<file path="src/pkg/vpdo_pkg.sv">
package vpdo_pkg;
  // Frame identifier bases, node number added to all but ID_SYNC
  localparam logic [10:0] ID_SYNC  = 11'h080;
  localparam logic [10:0] ID_FAST  = 11'h200;
  localparam logic [10:0] ID_SLOW1 = 11'h300;
  localparam logic [10:0] ID_SLOW2 = 11'h400;
  localparam logic [10:0] ID_REPLY = 11'h180;
  localparam logic [10:0] ID_VT    = 11'h280;
  localparam logic [10:0] ID_EFF   = 11'h380;
  localparam logic [10:0] ID_CUR   = 11'h480;
  localparam logic [10:0] ID_POS   = 11'h1E0;
  localparam logic [10:0] ID_DIAG  = 11'h2E0;
  // Payload lengths
  localparam logic [3:0]  LEN_FAST = 4'h3;
  localparam logic [3:0]  LEN_FULL = 4'h8;
  // Command byte bit positions
  localparam int CMD_TRIP   = 0;
  localparam int CMD_CLEAR  = 1;
  localparam int CMD_TEST   = 2;
  localparam int CMD_ANFIRST = 3;
  localparam int CMD_ANFALL = 4;
  // Demand raw value for 0 %
  localparam logic [15:0] DEMAND_ZERO = 16'h09C4;
  localparam logic [15:0] PICK_MAX    = 16'h0002;
  // Node number limit with frames five and six
  localparam logic [7:0]  NODE_MAX56  = 8'h1F;
  // Timing
  localparam int CLK_NS  = 40;
  localparam int MS_NS   = 1000000;
  localparam int GAP_MS  = 2;
  localparam int MS_CYC  = MS_NS / CLK_NS;
  localparam int GAP_CYC = GAP_MS * MS_CYC;
  // Register map
  localparam logic [7:0]  OFS_CTRL    = 8'h00;
  localparam logic [7:0]  OFS_TIMEOUT = 8'h04;
  localparam logic [7:0]  OFS_STATUS  = 8'h08;
  localparam logic [7:0]  OFS_DIAG12  = 8'h0C;
  localparam logic [7:0]  OFS_DIAG3   = 8'h10;
  localparam int CTRL_EN56 = 8;
  localparam int STAT_LINK = 8;
  localparam int STAT_SLOW = 9;
  localparam logic [7:0]  RST_NODE    = 8'h01;
  localparam logic [15:0] RST_TIMEOUT = 16'h0028;
  // Diagnostic word 2 internal bit positions
  localparam int D2_SLOW = 4;
  localparam int D2_ANHI = 5;
  localparam int D2_ANLO = 6;
  localparam int D2_BOOT = 7;
  localparam int D2_LINK = 10;
  localparam int D2_TRACK = 12;
endpackage

</file>
<file path="src/design/vpdo_codec.sv">
`timescale 1ns/1ns
module vpdo_codec
  import vpdo_pkg::*;
#(
  parameter int MS_CYCLES  = MS_CYC,
  parameter int GAP_CYCLES = GAP_CYC
) (
  // Clock and reset
  input  wire logic        ref_clk_i,
  input  wire logic        rst_i,
  // APB slave
  input  wire logic        psel_i,
  input  wire logic        penable_i,
  input  wire logic        pwrite_i,
  input  wire logic [7:0]  paddr_i,
  input  wire logic [31:0] pwdata_i,
  output logic [31:0]      prdata_o,
  output logic             pready_o,
  output logic             pslverr_o,
  // Received frames
  input  wire logic        rx_valid_i,
  input  wire logic [10:0] rx_id_i,
  input  wire logic [3:0]  rx_len_i,
  input  wire logic [63:0] rx_data_i,
  // Transmit frames
  output logic             tx_valid_o,
  output logic [10:0]      tx_id_o,
  output logic [3:0]       tx_len_o,
  output logic [63:0]      tx_data_o,
  input  wire logic        tx_ready_i,
  // Device state and telemetry
  input  wire logic        op_state_i,
  input  wire logic [15:0] meas_pos_i,
  input  wire logic [31:0] supply_volt_i,
  input  wire logic [31:0] temp_kelvin_i,
  input  wire logic [31:0] efficiency_i,
  input  wire logic [31:0] analog_in_i,
  input  wire logic [31:0] drive_amp_i,
  input  wire logic [31:0] drive_amp_filt_i,
  input  wire logic [31:0] sensor_a_pos_i,
  input  wire logic [31:0] sensor_b_pos_i,
  // Fault sources
  input  wire logic [10:0] fault1_i,
  input  wire logic [15:0] fault2_i,
  input  wire logic [2:0]  fault3_i,
  input  wire logic        alarm_i,
  input  wire logic        pos_trip_i,
  // Decoded demand and configuration
  output logic [15:0]      demand_o,
  output logic             trip_cmd_o,
  output logic             sensor_test_running_o,
  output logic             analog_first_select_o,
  output logic             analog_fallback_enable_o,
  output logic [31:0]      track_tolerance_o,
  output logic [15:0]      track_window_ms_o,
  output logic [1:0]       sensor_pick_mode_o,
  output logic [31:0]      sensor_gap_limit_a_o,
  output logic [31:0]      sensor_gap_limit_b_o
);

  typedef enum logic [2:0] {C_IDLE, C_VT, C_EFF, C_CUR, C_POS, C_DIAG} vpdo_chain_t;

  ////////////////////////////////////////////////////////////////////////
  // Registers
  logic [7:0]  node;
  logic        en56;
  logic [15:0] tmo_ms;
  logic        clr_prev;
  logic        trip_latch;
  logic        boot_hold;
  logic        link_fault;
  logic        slow_missing;
  logic        seen1;
  logic        seen2;
  logic [10:0] diag1;
  logic [15:0] diag2_ext;
  logic [2:0]  diag3;
  logic [15:0] sync_age;
  logic [15:0] fast_age;
  logic [15:0] ms_pre;
  logic [16:0] gap_cnt;
  logic        rep_pend;
  logic        test_cmd;
  vpdo_chain_t chain;

  ////////////////////////////////////////////////////////////////////////
  // Frame decode
  wire [10:0] node11  = {3'h0, node};
  wire rx_sync   = rx_valid_i && rx_id_i == ID_SYNC;
  wire rx_fast_h = rx_valid_i && rx_id_i == ID_FAST + node11;
  wire rx_fast   = rx_fast_h && rx_len_i >= LEN_FAST;
  wire rx_slow1  = rx_valid_i && rx_id_i == ID_SLOW1 + node11 && rx_len_i >= LEN_FULL;
  wire rx_slow2  = rx_valid_i && rx_id_i == ID_SLOW2 + node11 && rx_len_i >= LEN_FULL;
  wire [15:0] rx_dem  = rx_data_i[15:0];
  wire [7:0]  rx_cmd  = rx_data_i[23:16];
  wire [15:0] rx_pick = rx_data_i[63:48];
  wire clr_evt   = rx_fast && rx_cmd[CMD_CLEAR] && !clr_prev;
  wire pick_ok   = rx_pick <= PICK_MAX;

  ////////////////////////////////////////////////////////////////////////
  // Timeout supervision
  wire ms_tick   = ms_pre == 16'(MS_CYCLES - 1);
  wire tmo_on    = op_state_i && tmo_ms != 16'h0000;
  wire link_loss = tmo_on && (sync_age >= tmo_ms || fast_age >= tmo_ms);

  ////////////////////////////////////////////////////////////////////////
  // Flags and status
  wire an_mask  = analog_fallback_enable_o;
  wire [15:0] f2_in = fault2_i & {3'h7, an_mask, 1'b0, 1'b0, 1'b1, 1'b1, 1'b0,
                                  an_mask, an_mask, 1'b0, 4'hF};
  wire [15:0] diag2 = {diag2_ext[15:13], diag2_ext[12], 1'b0, link_fault,
                       diag2_ext[9:8], boot_hold, diag2_ext[6:5], slow_missing,
                       diag2_ext[3:0]};
  wire sys_trip = |diag1;
  wire pos_trip = pos_trip_i || diag2_ext[2];
  wire alarm    = alarm_i || diag3[0] || diag3[1];
  wire all_trip = trip_latch || boot_hold || sys_trip || pos_trip || diag3[2]
                  || diag2_ext[9] || link_fault;
  wire test_run = test_cmd && demand_o <= DEMAND_ZERO;
  wire [7:0] status = {3'h0, test_run, all_trip, pos_trip,
                       sys_trip, alarm};

  wire [10:0] next_diag1 = clr_evt ? fault1_i : diag1 | fault1_i;
  wire [15:0] next_diag2 = clr_evt ? f2_in : diag2_ext | f2_in;
  wire [2:0]  next_diag3 = clr_evt ? fault3_i : diag3 | fault3_i;
  wire next_trip  = (rx_fast && rx_cmd[CMD_TRIP]) || (trip_latch && !clr_evt);
  wire next_link  = link_loss || (link_fault && !clr_evt);
  wire next_seen1 = !link_loss && (seen1 || rx_slow1);
  wire next_seen2 = !link_loss && (seen2 || rx_slow2);
  wire next_slow  = !(next_seen1 && next_seen2);

  ////////////////////////////////////////////////////////////////////////
  // Transmit frame selection
  wire node_ok56 = en56 && node != 8'h00 && node <= NODE_MAX56;
  wire chain_due = chain != C_IDLE && gap_cnt == 17'h00000;
  wire load_rep  = !tx_valid_o && rep_pend;
  wire load_ch   = !tx_valid_o && !rep_pend && chain_due;
  logic [10:0] ch_base;
  logic [63:0] ch_data;
  vpdo_chain_t ch_next;
  always_comb begin
    ch_base = ID_VT;
    ch_data = {temp_kelvin_i, supply_volt_i};
    ch_next = C_EFF;
    unique case (chain)
      C_IDLE: begin
        ch_next = C_IDLE;
      end
      C_VT: begin
        ch_next = C_EFF;
      end
      C_EFF: begin
        ch_base = ID_EFF;
        ch_data = {analog_in_i, efficiency_i};
        ch_next = C_CUR;
      end
      C_CUR: begin
        ch_base = ID_CUR;
        ch_data = {drive_amp_filt_i, drive_amp_i};
        ch_next = node_ok56 ? C_POS : C_IDLE;
      end
      C_POS: begin
        ch_base = ID_POS;
        ch_data = {sensor_b_pos_i, sensor_a_pos_i};
        ch_next = C_DIAG;
      end
      C_DIAG: begin
        ch_base = ID_DIAG;
        ch_data = {16'h0000, 13'h0000, diag3, diag2, 5'h00, diag1};
        ch_next = C_IDLE;
      end
    endcase
  end

  ////////////////////////////////////////////////////////////////////////
  // APB decode
  wire apb_acc  = psel_i && penable_i && pready_o;
  wire apb_wr   = apb_acc && pwrite_i;
  wire hit_ctrl = paddr_i == OFS_CTRL;
  wire hit_tmo  = paddr_i == OFS_TIMEOUT;
  wire hit_any  = hit_ctrl || hit_tmo || paddr_i == OFS_STATUS
                  || paddr_i == OFS_DIAG12 || paddr_i == OFS_DIAG3;
  wire [31:0] rd_mux =
      hit_ctrl ? {23'h0, en56, node} :
      hit_tmo  ? {16'h0000, tmo_ms} :
      paddr_i == OFS_STATUS ? {22'h0, slow_missing, link_fault, status} :
      paddr_i == OFS_DIAG12 ? {diag2, 5'h00, diag1} :
      paddr_i == OFS_DIAG3  ? {demand_o, 13'h0000, diag3} : 32'h00000000;

  ////////////////////////////////////////////////////////////////////////
  // Bus slave
  always_ff @(posedge ref_clk_i or posedge rst_i) begin
    if (rst_i) begin
      pready_o  <= 1'b0;
      pslverr_o <= 1'b0;
      prdata_o  <= 32'h00000000;
    end else begin
      pready_o  <= psel_i && penable_i && !pready_o;
      pslverr_o <= psel_i && penable_i && !pready_o && !hit_any;
      prdata_o  <= rd_mux;
    end
  end

  always_ff @(posedge ref_clk_i or posedge rst_i) begin
    if (rst_i) begin
      node   <= RST_NODE;
      en56   <= 1'b0;
      tmo_ms <= RST_TIMEOUT;
    end else if (apb_wr && hit_ctrl) begin
      node <= pwdata_i[7:0];
      en56 <= pwdata_i[CTRL_EN56];
    end else if (apb_wr && hit_tmo) begin
      tmo_ms <= pwdata_i[15:0];
    end
  end

  ////////////////////////////////////////////////////////////////////////
  // Received values
  always_ff @(posedge ref_clk_i or posedge rst_i) begin
    if (rst_i) begin
      demand_o                 <= 16'h0000;
      trip_cmd_o               <= 1'b0;
      test_cmd                 <= 1'b0;
      clr_prev                 <= 1'b0;
      analog_first_select_o    <= 1'b0;
      analog_fallback_enable_o <= 1'b0;
    end else if (rx_fast) begin
      demand_o                 <= rx_dem;
      trip_cmd_o               <= rx_cmd[CMD_TRIP];
      test_cmd                 <= rx_cmd[CMD_TEST];
      clr_prev                 <= rx_cmd[CMD_CLEAR];
      analog_first_select_o    <= rx_cmd[CMD_ANFIRST];
      analog_fallback_enable_o <= rx_cmd[CMD_ANFALL];
    end
  end

  always_ff @(posedge ref_clk_i or posedge rst_i) begin
    if (rst_i) begin
      track_tolerance_o  <= 32'h00000000;
      track_window_ms_o  <= 16'h0000;
      sensor_pick_mode_o <= 2'h0;
    end else if (rx_slow1) begin
      track_tolerance_o <= rx_data_i[31:0];
      track_window_ms_o <= rx_data_i[47:32];
      if (pick_ok) begin
        sensor_pick_mode_o <= rx_pick[1:0];
      end
    end
  end

  always_ff @(posedge ref_clk_i or posedge rst_i) begin
    if (rst_i) begin
      sensor_gap_limit_a_o <= 32'h00000000;
      sensor_gap_limit_b_o <= 32'h00000000;
    end else if (rx_slow2) begin
      sensor_gap_limit_a_o <= rx_data_i[31:0];
      sensor_gap_limit_b_o <= rx_data_i[63:32];
    end
  end

  ////////////////////////////////////////////////////////////////////////
  // Diagnostic and shutdown state
  always_ff @(posedge ref_clk_i or posedge rst_i) begin
    if (rst_i) begin
      diag1        <= 11'h000;
      diag2_ext    <= 16'h0000;
      diag3        <= 3'h0;
      trip_latch   <= 1'b0;
      boot_hold    <= 1'b1;
      link_fault   <= 1'b0;
      seen1        <= 1'b0;
      seen2        <= 1'b0;
      slow_missing <= 1'b1;
      sensor_test_running_o <= 1'b0;
    end else begin
      diag1        <= next_diag1;
      diag2_ext    <= next_diag2;
      diag3        <= next_diag3;
      trip_latch   <= next_trip;
      boot_hold    <= boot_hold && !clr_evt;
      link_fault   <= next_link;
      seen1        <= next_seen1;
      seen2        <= next_seen2;
      slow_missing <= next_slow;
      sensor_test_running_o <= test_run;
    end
  end

  ////////////////////////////////////////////////////////////////////////
  // Millisecond timing
  always_ff @(posedge ref_clk_i or posedge rst_i) begin
    if (rst_i) begin
      ms_pre   <= 16'h0000;
      sync_age <= 16'h0000;
      fast_age <= 16'h0000;
    end else begin
      ms_pre <= ms_tick ? 16'h0000 : ms_pre + 16'h0001;
      if (!tmo_on || rx_sync) begin
        sync_age <= 16'h0000;
      end else if (ms_tick && sync_age != 16'hFFFF) begin
        sync_age <= sync_age + 16'h0001;
      end
      if (!tmo_on || rx_fast) begin
        fast_age <= 16'h0000;
      end else if (ms_tick && fast_age != 16'hFFFF) begin
        fast_age <= fast_age + 16'h0001;
      end
    end
  end

  ////////////////////////////////////////////////////////////////////////
  // Transmit sequencing
  always_ff @(posedge ref_clk_i or posedge rst_i) begin
    if (rst_i) begin
      rep_pend <= 1'b0;
      chain    <= C_IDLE;
      gap_cnt  <= 17'h00000;
    end else begin
      rep_pend <= rx_fast || (rep_pend && !load_rep);
      if (rx_slow1) begin
        chain   <= C_VT;
        gap_cnt <= 17'h00000;
      end else if (load_ch) begin
        chain   <= ch_next;
        gap_cnt <= 17'(GAP_CYCLES - 1);
      end else if (gap_cnt != 17'h00000) begin
        gap_cnt <= gap_cnt - 17'h00001;
      end
    end
  end

  always_ff @(posedge ref_clk_i or posedge rst_i) begin
    if (rst_i) begin
      tx_valid_o <= 1'b0;
      tx_id_o    <= 11'h000;
      tx_len_o   <= 4'h0;
      tx_data_o  <= 64'h0000000000000000;
    end else if (load_rep) begin
      tx_valid_o <= 1'b1;
      tx_id_o    <= ID_REPLY + node11;
      tx_len_o   <= LEN_FAST;
      tx_data_o  <= {40'h0000000000, status, meas_pos_i};
    end else if (load_ch) begin
      tx_valid_o <= 1'b1;
      tx_id_o    <= ch_base + node11;
      tx_len_o   <= LEN_FULL;
      tx_data_o  <= ch_data;
    end else if (tx_ready_i) begin
      tx_valid_o <= 1'b0;
    end
  end

endmodule

</file>
<file path="config.mk">
export PLATFORM = sky130hd
export DESIGN_NAME = vpdo_codec
export DESIGN_NICKNAME = d
export VERILOG_FILES = /design/src/pkg/vpdo_pkg.sv /design/src/design/vpdo_codec.sv
export SDC_FILE = /design/constraint.sdc
export NUM_CORES = 1
export LEC_CHECK = 0
export ABC_AREA = 1
export ABC_CLOCK_PERIOD_IN_PS = 12100
export BUFFER_PORTS_ARGS = -buffer_cell sky130_fd_sc_hd__buf_2
export CAP_MARGIN = 20
export CORE_AREA = 10 10 255 257
export DETAILED_ROUTE_END_ITERATION = 8
export DIE_AREA = 0 0 265 267
export PLACE_DENSITY_LB_ADDON = 0.2
export SLEW_MARGIN = 30
export SYNTH_ARGS = -nofsm -noshare
export SYNTH_HDL_FRONTEND = slang
export SYNTH_SLANG_ARGS = --single-unit
export TNS_END_PERCENT = 5
</file>
<file path="constraint.sdc">
create_clock -name ref_clk_i -period 12.1 [get_ports ref_clk_i]
set_clock_uncertainty 0.2 [all_clocks]
set_input_delay 1.21 -clock ref_clk_i [delete_from_list [all_inputs] [get_ports ref_clk_i]]
set_output_delay 1.21 -clock ref_clk_i [all_outputs]
set_load 0.02 [all_outputs]
</file>
==> Word level (Yosys, flattened, before mapping) <==
Cells that the tools add are included.
{ "word_totals": {"reg_bits": 380, "latchBits": 0, "mem_bits_rw": 0, "rom_bits": 0, "output_inout_bits": 248, "elab_cells": 188, "memories": 0} }
{ "op_classes": {"n_addsub": 9, "mul": 0, "n_div": 0, "magnitude_cmp": 7, "n_eq_ne": 16, "n_shift": 0, "mux": 31, "n_bitwise": 5, "n_reduce_logical": 83} }
{ "ops": {"columns": ["op", "count"], "rows": [
  ["one-hot mux 64 bit (4 select lines)", 1],
  ["two-way mux 32 bit", 5],
  ["two-way mux 64 bit", 2],
  ["two-way mux 16 bit", 6],
  ["two-way mux 17 bit", 3],
  ["adder 16 x 1 -> 16 bit, second input constant", 3],
  ["one-hot mux 11 bit (4 select lines)", 1],
  ["logical AND 1 bit", 35],
  ["== test 11 bit", 3],
  ["two-way mux 11 bit", 3],
  [">= comparator 16 bit", 2],
  ["!= test 16 bit, second input constant", 2],
  ["adder 10 x 8 -> 11 bit, first input constant", 2],
  ["logical OR 1 bit", 21],
  ["logical NOT 17 bit", 1],
  ["nonzero test 17 bit", 1],
  ["subtractor 17 x 1 -> 17 bit, second input constant", 1],
  ["bitwise AND 16 bit", 1],
  ["== test 16 x 15 -> 1 bit, second input constant", 1],
  ["== test 8 x 4 -> 1 bit, second input constant", 2],
  ["<= comparator 16 x 12 -> 1 bit, second input constant", 1],
  ["<= comparator 16 x 2 -> 1 bit, second input constant", 1],
  ["OR 16 bit", 1],
  ["nonzero test 16 bit", 1],
  ["28 further kinds", 51]
]} }

==> Depth between registers and ports, before layout <==
{ "depth": {"word_depth": 9, "ltp_mapped": 15, "depth_no_buf": 15} }

==> Worst setup path before layout <==
OpenSTA, ideal clock, no wires.
{ "synth_timing": {"kind": "input port to flip-flop", "startpoint": "in paddr_i[1]", "endpoint": "reg tmo_ms[13]", "setup_time_ns": 0.125, "arrival_time_ns": 2.361, "required_ns": 11.775, "setup_slack_ns": 9.414, "path_stages": 7, "path_cell_list": "nor2_1 -> nand2_1 -> nor3_2 -> nand2_1 -> buf_2 -> nor2_1 -> a21oi_1"} }
{ "synth_between": {"elab_chain_cells": 4, "word_cells_on_any_way": 6, "classes_between": "eq/ne (1); bitwise (1); reduce/logical (4)"} }
{ "synth_lines": {"columns": ["item", "line", "rtl"], "rows": [
  ["start, declared", "vpdo_codec.sv:15", "input wire logic [7:0] paddr_i,"],
  ["logical NOT 8 bit", "vpdo_codec.sv:179", "wire hit_ctrl = paddr_i == OFS_CTRL;"],
  ["logical AND 1 bit", "vpdo_codec.sv:209", "end else if (apb_wr && hit_ctrl) begin"],
  ["NOT 1 bit (no source line)", null, null],
  ["AND reduction 2 bit (no source line) (*)", null, null],
  ["end signal, assigned", "vpdo_codec.sv:213", "tmo_ms <= pwdata_i[15:0];"],
  ["end, declared", "vpdo_codec.sv:67", "logic [15:0] tmo_ms;"]
]} }
Every way passes the cells marked *; elsewhere a longest branch is shown, timed or not.
A chain may end at the register's enable or synchronous reset.

==> Final worst setup path <==
{ "layout_timing": {"startpoint": "reg chain[0]", "endpoint": "reg tx_data_o[58]"} }
{ "layout_between": {"elab_chain_cells": 4, "word_cells_on_any_way": 11, "classes_between": "eq/ne (4); mux (3); reduce/logical (4)"} }
{ "layout_lines": {"columns": ["item", "line", "rtl"], "rows": [
  ["start, declared", "vpdo_codec.sv:84", "vpdo_chain_t chain;"],
  ["start signal, assigned", "vpdo_codec.sv:324", "chain <= ch_next;"],
  ["== test 3 bit (tied with other cells)", "vpdo_codec.sv:145", "unique case (chain)"],
  ["one-hot mux 64 bit (4 select lines) or logical AND 1 bit (tied branches)", "vpdo_codec.sv:145, vpdo_codec.sv:135", null],
  ["two-way mux 64 bit or logical AND 1 bit (tied branches)", "vpdo_codec.sv:343, vpdo_codec.sv:137", null],
  ["two-way mux 64 bit or nonzero test 2 bit (tied branches)", null, null],
  ["end signal, assigned", "vpdo_codec.sv:342", "tx_data_o <= {40'h0000000000, status, meas_pos_i};"],
  ["end signal, assigned", "vpdo_codec.sv:347", "tx_data_o <= ch_data;"],
  ["end, declared", "vpdo_codec.sv:29", "output logic [63:0] tx_data_o,"]
]} }
Several ways; a longest one is shown, not always the timed one. The select of a mux whose other input is x is not followed.

==> impl_summary.txt <==
----------------------------------------------------
[Finish]
  Area added between synthesis and finish ... 29.1%
  Net count of the finished layout ... 3,516
  Ratio of cells with drive above 1 in the final layout ... 0.278
  Final cell utilization of the core ... 0.413
  Area used by sequential logic in the layout ... 0.00937 mm²
  Number of fill cells ... 6,279
  Multi-input logic area ... 0.00810 mm²

[Critical path]
  Reg-to-reg critical path endpoint ... tx_data_o[58]
  Count of cells along the worst register-to-register path ... 12
  Slowest stage delay, CP ... 560 ps
  Critical path endpoint category ... flip-flop
  Reg-to-reg critical path startpoint ... chain[0]
  Sort of element at the start of the critical path ... flip-flop
  Cells along the critical path ... inv_1, nand2_1, nor2_1, inv_1, nand3_1, inv_1, nand2_4, nand2_4, inv_2, buf_4, nand2_1, o31ai_1
  Critical Path Fanout Max ... 46
  Required @ worst endpoint ... 12,360 ps
  CP max stage cell ... buf_4
  Classification of the worst setup path ... reg2reg
  CP top delay family ... buffers and inverters
  Worst-case register-to-register setup slack ... 8470 ps
  Critical path's most frequent cell ... inv_1
  Buffer and inverter count on the worst path ... 5
  CP arrival ... 3890 ps

[Floorplanning]
  Die footprint ... 0.0708 mm²
  # rows ... 90
  Count of boundary I/O pins ... 679
  Vert. Die Dim ... 267 µm
  DIE WIDTH ... 265 µm
  Initial standard-cell utilization of the core ... 0.320
  Std-Cell Core Area ... 0.0599 mm²

[Yosys]
  Most instantiated flip-flop cell in the synthesis netlist ... dfrtp_1
  Count of warnings emitted by yosys ... 0
  Async set-or-reset flop fraction in the synthesized netlist ... 1.00
  Total of flip-flops plus latches after synthesis ... 374
  Library cell with the largest summed area after synthesis ... dfrtp_1
  Count of cell types in the netlist ... 50
  Total standard cell area after synthesis ... 0.0192 mm²
  Ranking of synthesized cells by area ... dfrtp_1 48%, nand2_1 13%, inv_1 6.7%
  Mean area per synthesized cell ... 7.92 µm²
  Syn_nets ... 2,890
  Number of enable flip-flop cells after synthesis ... 0
  Share of the synthesized area in the top cell type ... 0.482
  Seq/Total Area, Yosys ... 0.488
  Gate count of the mapped netlist ... 2,420

[Min path]
  Hold Crit Class ... reg2reg
  Hold Path Depth ... 1
  Endpoint, Worst Hold ... pslverr_o
  Beginning of the worst hold path ... pready_o

[STA]
  Fin crit share ... 0.300
  Hold violation count in the final report ... 0
  Slew Viols, Final ... 0
  Total Neg Setup Slack ... 0 ps
  Achievable frequency ... 276 MHz
  Unrepaired setup endpoints after global routing ... no
  Worst-margin pin slew ... 945 ps
  Time the final worst path needs with I/O delays and setup ... 3630 ps
  Worst relative slew slack ... 0.368
  Total of endpoints with negative setup slack in the final report ... 0
  Worst path setup slack after routing ... 8470 ps

[Clock tree]
  Number of gates given a new drive strength after cts ... 0
  Worst-Skew Late Latency ... 590 ps
  Sinks on Clock Net ... 374
  Clock buffer count from CTS ... 46
  Level count of the clock H-tree ... 2
  Maximum root-to-sink buffer count ... 3
  Reg clk slew, reported paths ... 60 ps
  Buffer cell driving the clock tree root ... clkbuf_16
  Hold-fix buffer count after cts ... 0
  Post-CTS Setup Inserts ... 0
  CTS tree ... built

[Place]
  Post-place setup slack ... 8070 ps
  Final estimated routing congestion in global placement ... 0.983
  Count of input and output buffers ... 657
  Sum of net half-perimeters after detailed placement ... 66.8 mm

[Global routing]
  Global-route congestion overflow total ... 0
  Overall Global Routing Usage ... 0.233
  Wire length of the first global-routing pass ... 125 mm
  Vias in the first global route ... 19,100
  Largest net degree at the start of global routing ... 157
  Number of antenna violations at the first check in global routing ... 22

[Pwr]
  Leak ... 0.0142 µW
  Power density cells ... 122 mW/mm²
  Maximum vdd ir drop ... 0.000118 V

[Run]
  # Max-Cap Violations ... 0

[Status]
  Result of the run ... finished, final reports clean

[Detailed routing]
  Mean number of vias per cell ... 4.91
  Final wirelength ... 85.5 mm
  Final ANT Viol Nets ... 0
  Via count ... 19,000
  Number of DRC violations after detailed routing ... 0
  Iteration-0 DRC count of the detailed router ... 1,262
  Routed len/inst ... 22.1 µm
  Total iterations of the first detailed-routing run ... 7

----------------------------------------------------
[worst max path at each step]
stage          startpoint                       end  slack (ps)  cells past startpoint
5_1_grt          chain[0]                tx_valid_o        8190                     11
3_3_place_gp   rx_id_i[7]  sensor_gap_limit_a_o[10]        8120                     12
6_report         chain[0]             tx_data_o[58]        8470                     12
2_1_floorplan       rst_i  analog_fallback_enable_o         310                      1
4_1_cts          chain[0]             tx_data_o[58]        8430                     12
3_5_place_dp   rx_id_i[7]   sensor_gap_limit_a_o[6]        8070                     12
[cells in the final DEF (no fill, tap or decap), types with 8 or more instances in the layout]
cell and count:
nand3_1 150, xnor2_1 11, o21ai_0 251, dfrtp_1 369, buf_4 17, buf_2 657
nand3b_1 10, xor2_1 37, nor2_1 121, ha_1 38, clkbuf_16 47, clkbuf_1 9
o22ai_1 8, or2_2 69, a21oi_1 58, clkinv_2 10, a221oi_1 17, nor4_1 8
nor3_1 26, o31ai_1 14, o21bai_1 23, nand2_1 642, nand4_1 56, inv_1 338
[per-layer routing]
layer	share of wire	up-vias	global-route usage
met1	0.39	9134	0.268
met2	0.49	665	0.406
li1	-	9034	-
met3	0.076	145	0.0613
met5	0.00079	-	0
met4	0.046	10	0.0975
[sequential cells by signal, indices dropped and copies added (netlist names), 17 cells and up]
signal and flops:
sensor_gap_limit_b_o 32, tx_data_o 64, gap_cnt 17, track_tolerance_o 32, prdata_o 32, sensor_gap_limit_a_o 32
[report_power, final]
group,internal (µW),switching [µW]
Clock,840,561
Sequential,1290,31.4
Combinational,106,179
Total,2240,771
[synthesized netlist by cell type, types with 4 or more instances]
cell / instances
nand2_1: 643
nand4_1: 56
a31oi_1: 4
o31ai_1: 14
nor4_1: 8
nor2_1: 126
o22ai_1: 8
o21bai_1: 23
nand3b_1: 10
nor2_2: 5
buf_6: 4
a221oi_1: 17
dfrtp_1: 369
buf_1: 8
nor3_1: 27
o21ai_0: 251
clkbuf_1: 48
xnor2_1: 11
nand3_1: 150
a22o_1: 5
ha_1: 38
inv_1: 341
xor2_1: 37
a21oi_1: 58
inv_2: 5
or2_2: 69
buf_2: 30
dfstp_2: 5
o211ai_1: 7
buf_4: 6
nor3b_1: 4
[logic make-up (layout without fill, tap and decap cells)]
kind of cell | after synthesis | after routing | share of synthesized area
adders and majority gates | 39 | 39 | 0.0258
other | 1 | 8 | 0.000196
xor gates and xnor gates | 48 | 48 | 0.0219
buffers and inverters | 446 | 1105 | 0.0921
AOI/OAI and AO/OA | 401 | 401 | 0.117
DFF | 374 | 374 | 0.488
and+or+nand+nor | 1111 | 1111 | 0.254
[cell type report]
class	count	share of cell area
sequential	374	0.378
antenna	7	0.000708
timing repair buffer	676	0.139
tap	782	0.0395
multi-input combinational	1600	0.327
clock inverter	18	0.00865
inverter	348	0.0531
clock buffer	63	0.0528
[through the flow]
stage	power [µW]	cells	instance area [µm²]	hold slack [ps]
floorplan	1470	2420	19200	233
finish	3010	3868	24700	264
global placement	1630	3780	23200	251
CTS	3060	3861	24700	268
global route	3130	3866	24700	285
detailed placement	1630	3780	23200	254
Power figures use the tool's default switching activity.
